File: config.mk
export PLATFORM = sky130hd
export DESIGN_NAME = rmpcg_top
export DESIGN_NICKNAME = d
export VERILOG_FILES = /design/src/logic/rmpcg_port_gate.v /design/src/logic/rmpcg_top.v
export VERILOG_INCLUDE_DIRS = /design/src /design/src/pkg
export SDC_FILE = /design/constraint.sdc
export NUM_CORES = 1
export LEC_CHECK = 0
export ABC_AREA = 0
export BUFFER_PORTS_ARGS = -buffer_cell sky130_fd_sc_hd__buf_2
export CAP_MARGIN = 30
export CORE_AREA = 3 3 95 133
export DETAILED_ROUTE_END_ITERATION = 16
export DIE_AREA = 0 0 98 136
export PLACE_DENSITY_LB_ADDON = 0.3
export SLEW_MARGIN = 20
export SYNTH_ARGS = -nofsm -noshare
export SYNTH_HDL_FRONTEND = slang
export SYNTH_SLANG_ARGS = --single-unit
File: constraint.sdc
create_clock -name clk -period 1.8 [get_ports clk]
set_input_delay 0.54 -clock clk [delete_from_list [all_inputs] [get_ports clk]]
set_output_delay 0.54 -clock clk [all_outputs]
set_load 0.01 [all_outputs]
File: src/pkg/rmpcg_regs.vh
// Register offsets, field positions and reset values of the port clock gating block.
// Assumes byte addressing on a 32-bit Avalon-MM slave port.
`ifndef RMPCG_REGS_VH
`define RMPCG_REGS_VH
`define RMPCG_OFS_RUN_GATES 12'h108
`define RMPCG_OFS_SLEEP_GATES 12'h118
`define RMPCG_OFS_DEEP_GATES 12'h128
`define RMPCG_OFS_CLK_CONFIG 12'h060
`define RMPCG_OFS_MODE 12'h140
`define RMPCG_OFS_IRQ_STATUS 12'h150
`define RMPCG_OFS_IRQ_MASK 12'h154
`define RMPCG_OFS_FAULT_INFO 12'h158
`define RMPCG_GATES_RESET 8'h00
`define RMPCG_CLK_CONFIG_RESET 32'h00000000
`define RMPCG_IRQ_RESET 2'h0
`define RMPCG_RESP_OKAY 2'h0
`define RMPCG_RESP_DECODE_ERR 2'h3
`define RMPCG_AUTO_GATING_BIT 27
`define RMPCG_IRQ_FAULT_BIT 0
`define RMPCG_IRQ_GATE_CHANGE_BIT 1
`define RMPCG_MODE_RUN 2'h0
`define RMPCG_MODE_SLEEP 2'h1
`define RMPCG_MODE_DEEP 2'h2
`define RMPCG_NUM_PORTS 8
`endif

File: src/logic/rmpcg_port_gate.v
// One glitch-free port clock gate built from a latch-free enable register.
// Assumes the port logic uses clk with the clock enable this cell produces.
module rmpcg_port_gate (
  // Clock and reset
  input wire clk,
  input wire nrst,
  // Gate request and result
  input wire gate_on,
  output reg port_clk_en_reg
);

  // The enable changes only on a clock edge, so the gated port never sees a runt cycle.
  always @(posedge clk or negedge nrst)
  begin
    if (!nrst)
      port_clk_en_reg <= 1'b0;
    else
      port_clk_en_reg <= gate_on;
  end

endmodule // rmpcg_port_gate

File: src/logic/rmpcg_top.v
// Run-mode port clock gating registers with an Avalon-MM slave and fault detection.
// Assumes the system bus decoder raises port_access with the addressed port index.
`include "rmpcg_regs.vh"

module rmpcg_top #(
  parameter NUM_PORTS = `RMPCG_NUM_PORTS
) (
  // Clock and reset
  input wire clk,
  input wire nrst,
  // Avalon-MM slave
  input wire [11:0] address,
  input wire read,
  input wire write,
  input wire [31:0] writedata,
  input wire [3:0] byteenable,
  output reg [31:0] readdata,
  output reg waitrequest,
  output reg [1:0] response,
  // Power mode from the power controller
  input wire [1:0] power_mode,
  // Port access monitor on the system bus
  input wire port_access,
  input wire [2:0] port_index,
  output reg port_bus_fault,
  // Clock enables to the ports
  output wire [NUM_PORTS-1:0] port_clk_en,
  // Interrupt
  output reg irq
);

  reg [NUM_PORTS-1:0] run_mode_port_clock_gates_reg;
  reg [NUM_PORTS-1:0] sleep_mode_port_clock_gates_reg;
  reg [NUM_PORTS-1:0] deep_sleep_port_clock_gates_reg;
  reg [31:0] run_mode_clock_config_reg;
  reg [1:0] irq_status_reg;
  reg [1:0] irq_mask_reg;
  reg [2:0] fault_port_reg;
  reg [NUM_PORTS-1:0] active_gates_reg;
  reg [NUM_PORTS-1:0] active_gates_next;
  reg [NUM_PORTS-1:0] prev_gates_reg;
  reg [1:0] irq_status_next;
  reg [31:0] rdata_next;
  reg access_pending_reg;
  wire auto_gating_select;
  wire bus_req;
  wire wr_ok;
  wire fault_now;
  wire gate_change;
  wire wr_run_gates;
  wire wr_sleep_gates;
  wire wr_deep_gates;
  wire wr_clk_config;
  wire wr_irq_mask;
  wire clr_irq_status;

  // Merge write data under byte enables.
  function [31:0] rmpcg_merge;
    input [31:0] old_val;
    input [31:0] new_val;
    input [3:0] be;
    integer i;
    begin
      rmpcg_merge = old_val;
      for (i = 0; i < 4; i = i + 1)
        if (be[i])
          rmpcg_merge[i*8 +: 8] = new_val[i*8 +: 8];
    end
  endfunction

  // True when the bus address hits a mapped register.
  function rmpcg_mapped;
    input [11:0] a;
    begin
      case (a)
        `RMPCG_OFS_RUN_GATES: rmpcg_mapped = 1'b1;
        `RMPCG_OFS_SLEEP_GATES: rmpcg_mapped = 1'b1;
        `RMPCG_OFS_DEEP_GATES: rmpcg_mapped = 1'b1;
        `RMPCG_OFS_CLK_CONFIG: rmpcg_mapped = 1'b1;
        `RMPCG_OFS_MODE: rmpcg_mapped = 1'b1;
        `RMPCG_OFS_IRQ_STATUS: rmpcg_mapped = 1'b1;
        `RMPCG_OFS_IRQ_MASK: rmpcg_mapped = 1'b1;
        `RMPCG_OFS_FAULT_INFO: rmpcg_mapped = 1'b1;
        default: rmpcg_mapped = 1'b0;
      endcase
    end
  endfunction

  // True for an accepted write whose low byte lane lands on the given register.
  function rmpcg_lane0_hit;
    input wr;
    input [11:0] a;
    input [11:0] ofs;
    input [3:0] be;
    begin
      rmpcg_lane0_hit = wr && (a == ofs) && be[0];
    end
  endfunction

  assign auto_gating_select = run_mode_clock_config_reg[`RMPCG_AUTO_GATING_BIT];
  // Every access takes one wait cycle so read data always come from a register.
  assign bus_req = (read || write) && !access_pending_reg;
  assign wr_ok = write && access_pending_reg;
  assign fault_now = port_access && !active_gates_reg[port_index];
  assign gate_change = (prev_gates_reg != active_gates_reg);
  assign wr_run_gates = rmpcg_lane0_hit(wr_ok, address, `RMPCG_OFS_RUN_GATES, byteenable);
  assign wr_sleep_gates = rmpcg_lane0_hit(wr_ok, address, `RMPCG_OFS_SLEEP_GATES, byteenable);
  assign wr_deep_gates = rmpcg_lane0_hit(wr_ok, address, `RMPCG_OFS_DEEP_GATES, byteenable);
  assign wr_irq_mask = rmpcg_lane0_hit(wr_ok, address, `RMPCG_OFS_IRQ_MASK, byteenable);
  assign clr_irq_status = rmpcg_lane0_hit(wr_ok, address, `RMPCG_OFS_IRQ_STATUS, byteenable);
  assign wr_clk_config = wr_ok && (address == `RMPCG_OFS_CLK_CONFIG);

  // Select which gate set drives the ports.
  always @*
  begin
    active_gates_next = run_mode_port_clock_gates_reg;
    if (auto_gating_select)
    begin
      case (power_mode)
        `RMPCG_MODE_SLEEP: active_gates_next = sleep_mode_port_clock_gates_reg;
        `RMPCG_MODE_DEEP: active_gates_next = deep_sleep_port_clock_gates_reg;
        default: active_gates_next = run_mode_port_clock_gates_reg;
      endcase
    end
  end

  // Read mux; unmapped and reserved bits read as zero.
  always @*
  begin
    rdata_next = 32'h00000000;
    case (address)
      `RMPCG_OFS_RUN_GATES: rdata_next[NUM_PORTS-1:0] = run_mode_port_clock_gates_reg;
      `RMPCG_OFS_SLEEP_GATES: rdata_next[NUM_PORTS-1:0] = sleep_mode_port_clock_gates_reg;
      `RMPCG_OFS_DEEP_GATES: rdata_next[NUM_PORTS-1:0] = deep_sleep_port_clock_gates_reg;
      `RMPCG_OFS_CLK_CONFIG: rdata_next = run_mode_clock_config_reg;
      `RMPCG_OFS_MODE: rdata_next[NUM_PORTS-1:0] = active_gates_reg;
      `RMPCG_OFS_IRQ_STATUS: rdata_next[1:0] = irq_status_reg;
      `RMPCG_OFS_IRQ_MASK: rdata_next[1:0] = irq_mask_reg;
      `RMPCG_OFS_FAULT_INFO: rdata_next[2:0] = fault_port_reg;
      default: rdata_next = 32'h00000000;
    endcase
  end

  // Sticky status: a new event wins over a write-one clear in the same cycle.
  always @*
  begin
    irq_status_next = irq_status_reg;
    if (clr_irq_status)
      irq_status_next = irq_status_reg & ~writedata[1:0];
    if (fault_now)
      irq_status_next[`RMPCG_IRQ_FAULT_BIT] = 1'b1;
    if (gate_change)
      irq_status_next[`RMPCG_IRQ_GATE_CHANGE_BIT] = 1'b1;
  end

  // Bus handshake.
  always @(posedge clk or negedge nrst)
  begin
    if (!nrst)
    begin
      access_pending_reg <= 1'b0;
      waitrequest <= 1'b1;
    end
    else
    begin
      access_pending_reg <= bus_req;
      waitrequest <= !bus_req;
    end
  end

  // Read data and response are taken once per request and then held for the master.
  always @(posedge clk or negedge nrst)
  begin
    if (!nrst)
    begin
      readdata <= 32'h00000000;
      response <= `RMPCG_RESP_OKAY;
    end
    else if (bus_req)
    begin
      readdata <= read ? rdata_next : 32'h00000000;
      response <= rmpcg_mapped(address) ? `RMPCG_RESP_OKAY : `RMPCG_RESP_DECODE_ERR;
    end
  end

  // Gate registers keep only the low byte; the reserved upper bits are dropped.
  always @(posedge clk or negedge nrst)
  begin
    if (!nrst)
      run_mode_port_clock_gates_reg <= `RMPCG_GATES_RESET;
    else if (wr_run_gates)
      run_mode_port_clock_gates_reg <= writedata[NUM_PORTS-1:0];
  end

  always @(posedge clk or negedge nrst)
  begin
    if (!nrst)
      sleep_mode_port_clock_gates_reg <= `RMPCG_GATES_RESET;
    else if (wr_sleep_gates)
      sleep_mode_port_clock_gates_reg <= writedata[NUM_PORTS-1:0];
  end

  always @(posedge clk or negedge nrst)
  begin
    if (!nrst)
      deep_sleep_port_clock_gates_reg <= `RMPCG_GATES_RESET;
    else if (wr_deep_gates)
      deep_sleep_port_clock_gates_reg <= writedata[NUM_PORTS-1:0];
  end

  always @(posedge clk or negedge nrst)
  begin
    if (!nrst)
      run_mode_clock_config_reg <= `RMPCG_CLK_CONFIG_RESET;
    else if (wr_clk_config)
      run_mode_clock_config_reg <= rmpcg_merge(run_mode_clock_config_reg, writedata,
        byteenable);
  end

  always @(posedge clk or negedge nrst)
  begin
    if (!nrst)
      irq_mask_reg <= `RMPCG_IRQ_RESET;
    else if (wr_irq_mask)
      irq_mask_reg <= writedata[1:0];
  end

  // Gate tracking.
  always @(posedge clk or negedge nrst)
  begin
    if (!nrst)
    begin
      active_gates_reg <= `RMPCG_GATES_RESET;
      prev_gates_reg <= `RMPCG_GATES_RESET;
    end
    else
    begin
      active_gates_reg <= active_gates_next;
      prev_gates_reg <= active_gates_reg;
    end
  end

  always @(posedge clk or negedge nrst)
  begin
    if (!nrst)
      irq_status_reg <= `RMPCG_IRQ_RESET;
    else
      irq_status_reg <= irq_status_next;
  end

  // A fault is judged on the gates in force, which may be a low-power set.
  always @(posedge clk or negedge nrst)
  begin
    if (!nrst)
    begin
      port_bus_fault <= 1'b0;
      fault_port_reg <= 3'h0;
    end
    else
    begin
      port_bus_fault <= fault_now;
      if (fault_now)
        fault_port_reg <= port_index;
    end
  end

  // The interrupt follows the next status value so it rises with the event itself.
  always @(posedge clk or negedge nrst)
  begin
    if (!nrst)
      irq <= 1'b0;
    else
      irq <= |(irq_status_next & irq_mask_reg);
  end

  // One gate cell per port, bit n driving port n.
  genvar g;
  generate
    for (g = 0; g < NUM_PORTS; g = g + 1)
    begin : gate_cells
      rmpcg_port_gate u_gate (
        .clk(clk),
        .nrst(nrst),
        .gate_on(active_gates_reg[g]),
        .port_clk_en_reg(port_clk_en[g])
      );
    end
  endgenerate

endmodule // rmpcg_top

# Word-level counts from Yosys, hierarchy flattened

Index checks and enable logic that the tools add are counted.

Register bits after elaboration: 125
Bits of input ports: 58
Output and inout port bits: 45
Logic and storage cells: 80

$lt $le $gt $ge: 1
Equal/unequal tests: 11
Mux-type cells: 15
Bitwise logic cells: 3
Reduce and logical (&&, ||, !) cells: 24

Operator list:

| operator            | number |
|---|---|
| $eq 12x9->1 const B | 7 |
| $mux 32             | 1 |
| $pmux 5 s5          | 1 |
| $mux 24             | 1 |
| $pmux 2 s8          | 1 |
| $pmux 8 s2          | 1 |
| $logic_and 1x1->1   | 14 |
| $eq 12x7->1 const B | 1 |
| $mux 8              | 1 |
| $ne 8x8->1          | 1 |
| $reduce_and 2->1    | 4 |
| $reduce_or 8->1     | 1 |
| $pmux 1 s6          | 1 |
| $mux 1              | 5 |
| $and 2x2->2         | 2 |
| $lt 3x4->1 const B  | 1 |
| $mux 2              | 2 |
| $bmux 1 s3          | 1 |
| $logic_not 1->1     | 3 |
| $eq 2x1->1 const B  | 1 |
| $eq 2x2->1 const B  | 1 |
| $not 2->2           | 1 |
| $reduce_or 2->1     | 1 |
| $logic_or 1x1->1    | 1 |

# Logic depth before layout (Yosys ltp)

Gate-level depths: netlist (run 1).

Depth after elaboration: 7
Mapped depth: 7

# Cells and area by module

From an unflattened synthesis (run 1), not the netlist that was laid out.

Cell total of the unflattened synthesis: 407
Area total of the unflattened synthesis: 5,371.4 sq um

Modules (own cells, without submodules):

| module          | instances | cells each | area an instance (sq um) | sequential area each (sq um) |
|---|---|---|---|---|
| rmpcg_top       | 1         | 399        | 5,171.2                  | 2,904.0 |
| rmpcg_port_gate | 8         | 1          | 25.0                     | 25.0 |

# Least setup slack after synthesis (run 1)

No wires, ideal clock.

Path type: input to register
From: input port address[4]
To: register run_mode_clock_config_reg[0]
Setup time: 0.125 ns
Data arrival time: 2.046 ns
Path slack: -0.371 ns
Stages on the path: 6
Cells stage by stage: nor4b_4 -> and4_1 -> buf_2 -> and2_1 -> buf_2 -> mux2_2

Cells in the longest elaborated chain, start to end: 3

Ends and longest elaborated chain:

| what                       | RTL line        | RTL |
|---|---|---|
| start, declared            | rmpcg_top.v:12  | `input wire [11:0] address,` |
| $eq 12x7->1                | n/a             |  |
| $logic_and 1x1->1          | rmpcg_top.v:111 | `` assign wr_clk_config = wr_ok && (address == `RMPCG_OFS_CLK_CONFIG); `` |
| $reduce_and 2->1 (no line) | n/a             |  |
| end signal, assigned       | rmpcg_top.v:214 | `` run_mode_clock_config_reg <= `RMPCG_CLK_CONFIG_RESET; `` |
| end signal, assigned       | rmpcg_top.v:216 | `run_mode_clock_config_reg <= rmpcg_merge(run_mode_clock_config_reg, writedata,` |
| end, declared              | rmpcg_top.v:35  | `reg [31:0] run_mode_clock_config_reg;` |

No other way between the ends.
A chain may end at the register's enable or synchronous reset.

# Worst setup path after layout (run 1)

From: input port address[10]
To: register run_mode_port_clock_gates_reg[1]

Cells in the longest elaborated chain, start to end: 3

Ends and longest elaborated chain:

| what                            | RTL line        | RTL |
|---|---|---|
| $eq 12x9->1                     | rmpcg_top.v:96  | `rmpcg_lane0_hit = wr && (a == ofs) && be[0];` |
| $logic_and 1x1->1 (2 in series) | rmpcg_top.v:96  |  |
| end signal, assigned            | rmpcg_top.v:190 | `` run_mode_port_clock_gates_reg <= `RMPCG_GATES_RESET; `` |
| end signal, assigned            | rmpcg_top.v:192 | `run_mode_port_clock_gates_reg <= writedata[NUM_PORTS-1:0];` |
| end, declared                   | rmpcg_top.v:32  | `reg [NUM_PORTS-1:0] run_mode_port_clock_gates_reg;` |

No other way between the ends.

==> flow_summary.ini, run 1 <==
[floorplanning]
num_io_pins = 103
die_y_um = 136
start_util_pct = 44.8
die_area_mm2 = 0.0133
die_w_um = 98
core_mm2 = 0.0115
rows = 46

[logic_synthesis]
ys_seq_elements = 116
synthArstFlopShare_pct = 100
synth_cell_types = 53
synth_nets = 456
synth-compound-area-share_pct = 11.5
synth_area_per_cell_um2 = 13.0
ys.flop_type = dfrtp_1
yosysWarnings = 0
synth_area_mm2 = 0.00513
yosysTopAreaCell = dfrtp_1
synth_top_family_by_area = multiplexers
synth_seq_area_share_pct = 56.6
synth_edf_count = 0
netlist_instances = 396
yosys.area_share.adder_pct = 0.488
synth_xor_area_share_pct = 1.54
synthSimpleGateAreaFrac_pct = 10.1
synth_top_cell_area_share_pct = 56.1
muxShareOfSynthArea_pct = 16.2
synth_area_leaders = dfrtp_1, mux2_2, mux2_1

[timing]
fin_crit_ns = 1.80
maxClockFrequency_mhz = 555
tightest_slew_ns = 0.512
finalSetupViolations = 1
max_slew_margin_pct = 65.6
fin_ws_ns = -0.00168
clock_skew_ns = 0.00581
slew_violations = 0
hold_violations = 0
final_min_period_over_clock_period_pct = 100
rsz0062_at_grt = yes

[place]
port_buffers = 102
place_area_mm2 = 0.00632
gp_congestion = 0.858
dp.final_hpwl_um = 9790

[pwr]
ir_drop_mv = 0.643
p_seq_share_pct = 39.9
switchingPower_mw = 1.46
power.leakage_nw = 3.63
internal-power_mw = 5.16
p_per_area_mw_per_mm2 = 937
p_clk_share_pct = 54.2
finalPower_mw = 6.62
comb_power_share_pct = 5.8
p_sw_share_pct = 22.1

[routing]
routed_wl_um = 13400
vias = 3906
met3WireLength_um = 657
wl_per_cell_um = 19.2
vias_per_cell = 5.59
wl_met1_um = 5190
drc_errors = 0
ant_nets = 0
highest_layer = met4
met2RoutedLength_um = 7090
drt_iter0_markers = 195
first_pass_iters = 5

[cts]
cts_buffer_depth = 2
numClockSinks = 116
clk_pin_slew_ns = 0.05
htreeDepth = 4
hold_buffers = 0
insertion_delay_ns = 0.41
clock-root-buffer = clkbuf_16
cts-buffers-inserted = 17
cts_tree = yes

[setup_path]
worstPathMaxFanout = 7
crit_path_end_kind = flop
crit_type = primary input to flop
worst_setup_path_start_kind = primary input
worstPathRequired_ns = 2.09
critical_path_arrival_ns = 2.09

[cells_and_area]
fin_area_mm2 = 0.00707
antenna_cells = 0
area_growth_pct = 37.8
nFillCells = 902
fin_nets = 602
drive_gt1_share_pct = 50.1

[worst_hold_path]
hold_path.class = primary input to asynchronous set/reset pin

[global_routing]
antenna_found_initial = 0
grt_first_pass_wirelength_um = 21600
grt_pass1_vias = 4186
grt_max_degree = 33
grt_usage_pct = 20.9
grt_overflow = 0

[outcome]
status = finished, violations left
violations = negative setup slack

[run]
cap_violations = 0
power by group through the flow:
stage / logic, mW / registers, mW / clock network [mW]
after floorplan: 0.134 / 2.69 / 0
after global placement: 0.369 / 2.69 / 0
after detailed placement: 0.377 / 2.69 / 0
after CTS: 0.378 / 2.64 / 3.64
after global routing: 0.424 / 2.65 / 3.79
final: 0.386 / 2.64 / 3.59
cell usage in the layout (no fill, tap or decap), drive strengths merged, types with 3 or more instances in the layout:
master,count
o21ai,23
nand2b,5
clkbuf,18
buf,157
mux2i,10
a22o,26
nand3,5
nor4,7
nor3,6
a21oi,5
nor2,4
nand2,28
a22oi,9
dfrtp,115
bufinv,4
clkinv,6
or3,3
inv,7
mux2,61
xor2,9
a222oi,4
nand4,3
nand3b,5
final timing paths:
kind / to / depth (start not counted) / slack, ns / start
max in group asynchronous: deep_sleep_port_clock_gates_reg[3] / 2 / 1.17 / nrst
hold / removal: prev_gates_reg[1] / 1 / 0.09 / nrst
hold reg to reg: prev_gates_reg[0] / 0 / 0.47 / active_gates_reg[0]
setup reg to reg: irq / 5 / 0.14 / access_pending_reg
setup / recovery: run_mode_port_clock_gates_reg[1] / 6 / -0.002 / address[10]
min in group clk: run_mode_clock_config_reg[22] / 2 / 0.36 / writedata[22]
per-stage QoR:
stage | cells | util (%) | hold slack (ns) | TNS (ns) | setup slack (ns)
3_3_place_gp | 665 | 55.2 | 0.449 | -30.34 | -0.440
2_1_floorplan | 396 | - | 0.244 | -17.33 | -0.304
4_1_cts | 698 | 60.9 | 0.0971 | -0.00171 | -0.00171
5_1_grt | 699 | 61.7 | 0.108 | -0.0746 | -0.0219
3_5_place_dp | 665 | 55.2 | 0.456 | -29.37 | -0.483
6_report | 699 | 61.7 | 0.0871 | -0.00168 | -0.00168
layer usage:
layer / GRT usage, % / vias up
li1: - / 1757
met1: 24.0 / 1983
met2: 36.3 / 133
met3: 5.54 / 33
met4: 10.1 / 0
met5: 0 / -
critical path: stages:
cell and delay, ns:
buf_8 0.10, buf_6 0.10, or3_4 0.46, nor4_4 0.37
buf_4 0.21, mux2_4 0.30
layout make-up:
type                            instances  area (µm²)  share of cell area (%)
Multi-Input combinational cell        245        2290                    32.4
Clock inverter                         14         201                    2.85
Timing Repair Buffer                  157        1030                    14.6
Inverter                                5        18.8                   0.266
Sequential cell                       116        2900                    41.1
Tap cell                              144         180                    2.55
Clock buffer                           18         439                    6.22
kinds of logic after synthesis:
kind of cell,count (synthesis)
flops,116
compound gates,81
simple gates,80
mux,73
buf+inv,35
xor+xnor,9
fa+ha+maj,2
cell usage after synthesis, types with 5 or more instances:
library cell and count:
dfrtp_1 115, mux2_2 37, a22o_1 26, nand2_1 25
mux2_1 24, o21ai_0 23, buf_2 11, clkbuf_1 10
mux2i_1 10, a22oi_1 9, buf_4 9, xor2_1 9
a21oi_1 5, inv_1 5, nand2b_1 5, nand3b_1 5
nor3_1 5, nor4_1 5
what timing repair did:
action / 4_1_cts / 5_1_grt
endpoints found under the hold margin: 0 / 0
buffers inserted: 1 / 1
gates resized for setup: 1 / 19
cloned: 0 / 0
pin swaps: 1 / 4
endpoints found under the setup margin: 7 / 42
Note: power is estimated with default switching activity, not from simulation.
==> run 2: changes to the inputs <==
--- a/config.mk
+++ b/config.mk
@@ -9,9 +9,9 @@
 export ABC_AREA = 0
 export BUFFER_PORTS_ARGS = -buffer_cell sky130_fd_sc_hd__buf_2
 export CAP_MARGIN = 30
-export CORE_AREA = 3 3 95 133
+export CORE_AREA = 2 2 94 132
 export DETAILED_ROUTE_END_ITERATION = 16
-export DIE_AREA = 0 0 98 136
+export DIE_AREA = 0 0 96 134
 export PLACE_DENSITY_LB_ADDON = 0.3
 export SLEW_MARGIN = 20
 export SYNTH_ARGS = -nofsm -noshare
==> run 2 against run 1 <==
The run now ends clean. Clock-buffer cell count increased by 2. Total power decreased by 0.29%. Worst hold slack improved by 0.0055 ns. Setup slack improved by 0.022 ns. Register-to-register slack got worse by 0.02 ns. Combinational power decreased by 3%. Largest power group unchanged.
==> flow_summary.ini, run 2 (same netlist as run 1, synthesis figures left out) <==
[pwr]
finalPower_mw = 6.60
ir_drop_mv = 0.568
power.leakage_nw = 3.55
p_per_area_mw_per_mm2 = 949

[setup_path]
crit_end = readdata[5]
crit_path_end_kind = flop
path_common_cell = buf_4
crit_type = primary input to flop
crit_path_start = address[1]
crit_chain = buf_2 -> buf_4 -> or3b_2 -> nor4_4 -> buf_4 -> buf_4 -> a222oi_1 -> o21ai_1
crit_family = simple AND/OR/NAND/NOR gates
critical_path_arrival_ns = 2.11
reg2reg_from = access_pending_reg
rr_worst_depth = 5
worstPathMaxFanout = 4
worst-r2r-setup-slack_ns = 0.12
worstPathRequired_ns = 2.13
cp_slowest_stage_delay_ns = 0.51
cp.depth = 8
cp_slowest_cell = or3b_2
worst_setup_path_start_kind = primary input
timing.rr.end = irq
cp_num_buf_inv = 4

[timing]
clock_skew_ns = 0.00524
hold_violations = 0
rsz0062_at_grt = yes
finalSetupViolations = 0
tightest_slew_ns = 0.525
slew_violations = 0
final_min_period_over_clock_period_pct = 98.9
fin_crit_ns = 1.78
fin_ws_ns = 0.0206
max_slew_margin_pct = 65.0
maxClockFrequency_mhz = 562

[cts]
cts_tree = yes
hold_buffers = 0
numClockSinks = 116
cts_buffer_depth = 2
insertion_delay_ns = 0.41
htreeDepth = 4
cts-buffers-inserted = 17
clock-root-buffer = clkbuf_16
clk_pin_slew_ns = 0.05

[routing]
vias_per_cell = 5.46
routed_wl_um = 13400
first_pass_iters = 4
drt_iter0_markers = 171
wl_per_cell_um = 19.2
drc_errors = 0
ant_nets = 0
vias = 3788

[run]
cap_violations = 0

[cells_and_area]
utilization_pct = 59.4
fin_nets = 594
drive_gt1_share_pct = 49.7
layout_commonest_cell = dfrtp_1
mostFrequentLayoutCells = dfrtp_1, buf_2, buf_4
area_growth_pct = 35.6
antenna_cells = 0

[floorplanning]
die_y_um = 134
rows = 47
die_w_um = 96
start_util_pct = 43.8
core_mm2 = 0.0117
num_io_pins = 103
die_area_mm2 = 0.0129

[outcome]
status = complete, no violations

[place]
port_buffers = 102
place_ws_ns = -0.423
gp_congestion = 0.858
dp.final_hpwl_um = 9470

[global_routing]
grt_max_degree = 43
grt_usage_pct = 21.7
antenna_found_initial = 0
grt_pass1_vias = 4045
grt_first_pass_wirelength_um = 20800
grt_overflow = 0

[worst_hold_path]
hold_path.class = primary input to asynchronous set/reset pin
==> run 2: worst min-delay path by stage <==
stage / slack (ns) / depth (start not counted) / endpoint
after floorplan: 0.24 / 0 / access_pending_reg
after global placement: 0.45 / 0 / prev_gates_reg[0]
after detailed placement: 0.46 / 0 / prev_gates_reg[0]
after CTS: 0.11 / 1 / deep_sleep_port_clock_gates_reg[3]
after global routing: 0.13 / 1 / deep_sleep_port_clock_gates_reg[7]
final: 0.09 / 1 / deep_sleep_port_clock_gates_reg[7]
==> run 2: what timing repair did <==
action | in CTS | in global routing
hold endpoints to repair | 0 | 0
setup buffers | 0 | 1
resized for setup | 8 | 10
gates cloned | 0 | 0
setup endpoints to repair | 37 | 33
pin swaps | 2 | 7
==> run 2: where the power goes <==
| part | internal (mW) | leakage (nW) | total (mW) | switching (mW) |
|---|---|---|---|---|
| combinational | 0.149 | 1.66 | 0.376 | 0.227 |
| sequential | 2.63 | 1.59 | 2.65 | 0.0144 |
| clock | 2.39 | 0.299 | 3.58 | 1.19 |
| total | 5.17 | 3.55 | 6.60 | 1.43 |
==> run 2: routing by layer <==
metal | routed length [µm] | track usage [%] | vias up
li1 | - | - | 1747
met1 | 5210 | 25.4 | 1905
met2 | 7150 | 36.8 | 114
met3 | 693 | 5.34 | 22
met4 | 306 | 10.1 | 0
met5 | 0 | 0 | -
==> run 2: final cells by class <==
cell class              instances  area (µm²)
well taps                     147         184
clock buffers                  20         457
fillers                       894        4750
inverters                       5        18.8
flip-flops and latches        116        2900
clock inverters                12         178
repair buffers                149         923
multi-input cells             245        2290
==> run 2: through the flow <==
step / setup TNS, ns / instance area, µm² / cells / hold slack (ns)
floorplan: -17.33 / 5370 / 396 / 0.244
global placement: -33.27 / 6240 / 661 / 0.450
detailed placement: -32.98 / 6240 / 661 / 0.455
CTS: -0.00247 / 6900 / 693 / 0.107
global route: -0.206 / 6960 / 694 / 0.128
finish: 0 / 6960 / 694 / 0.0926
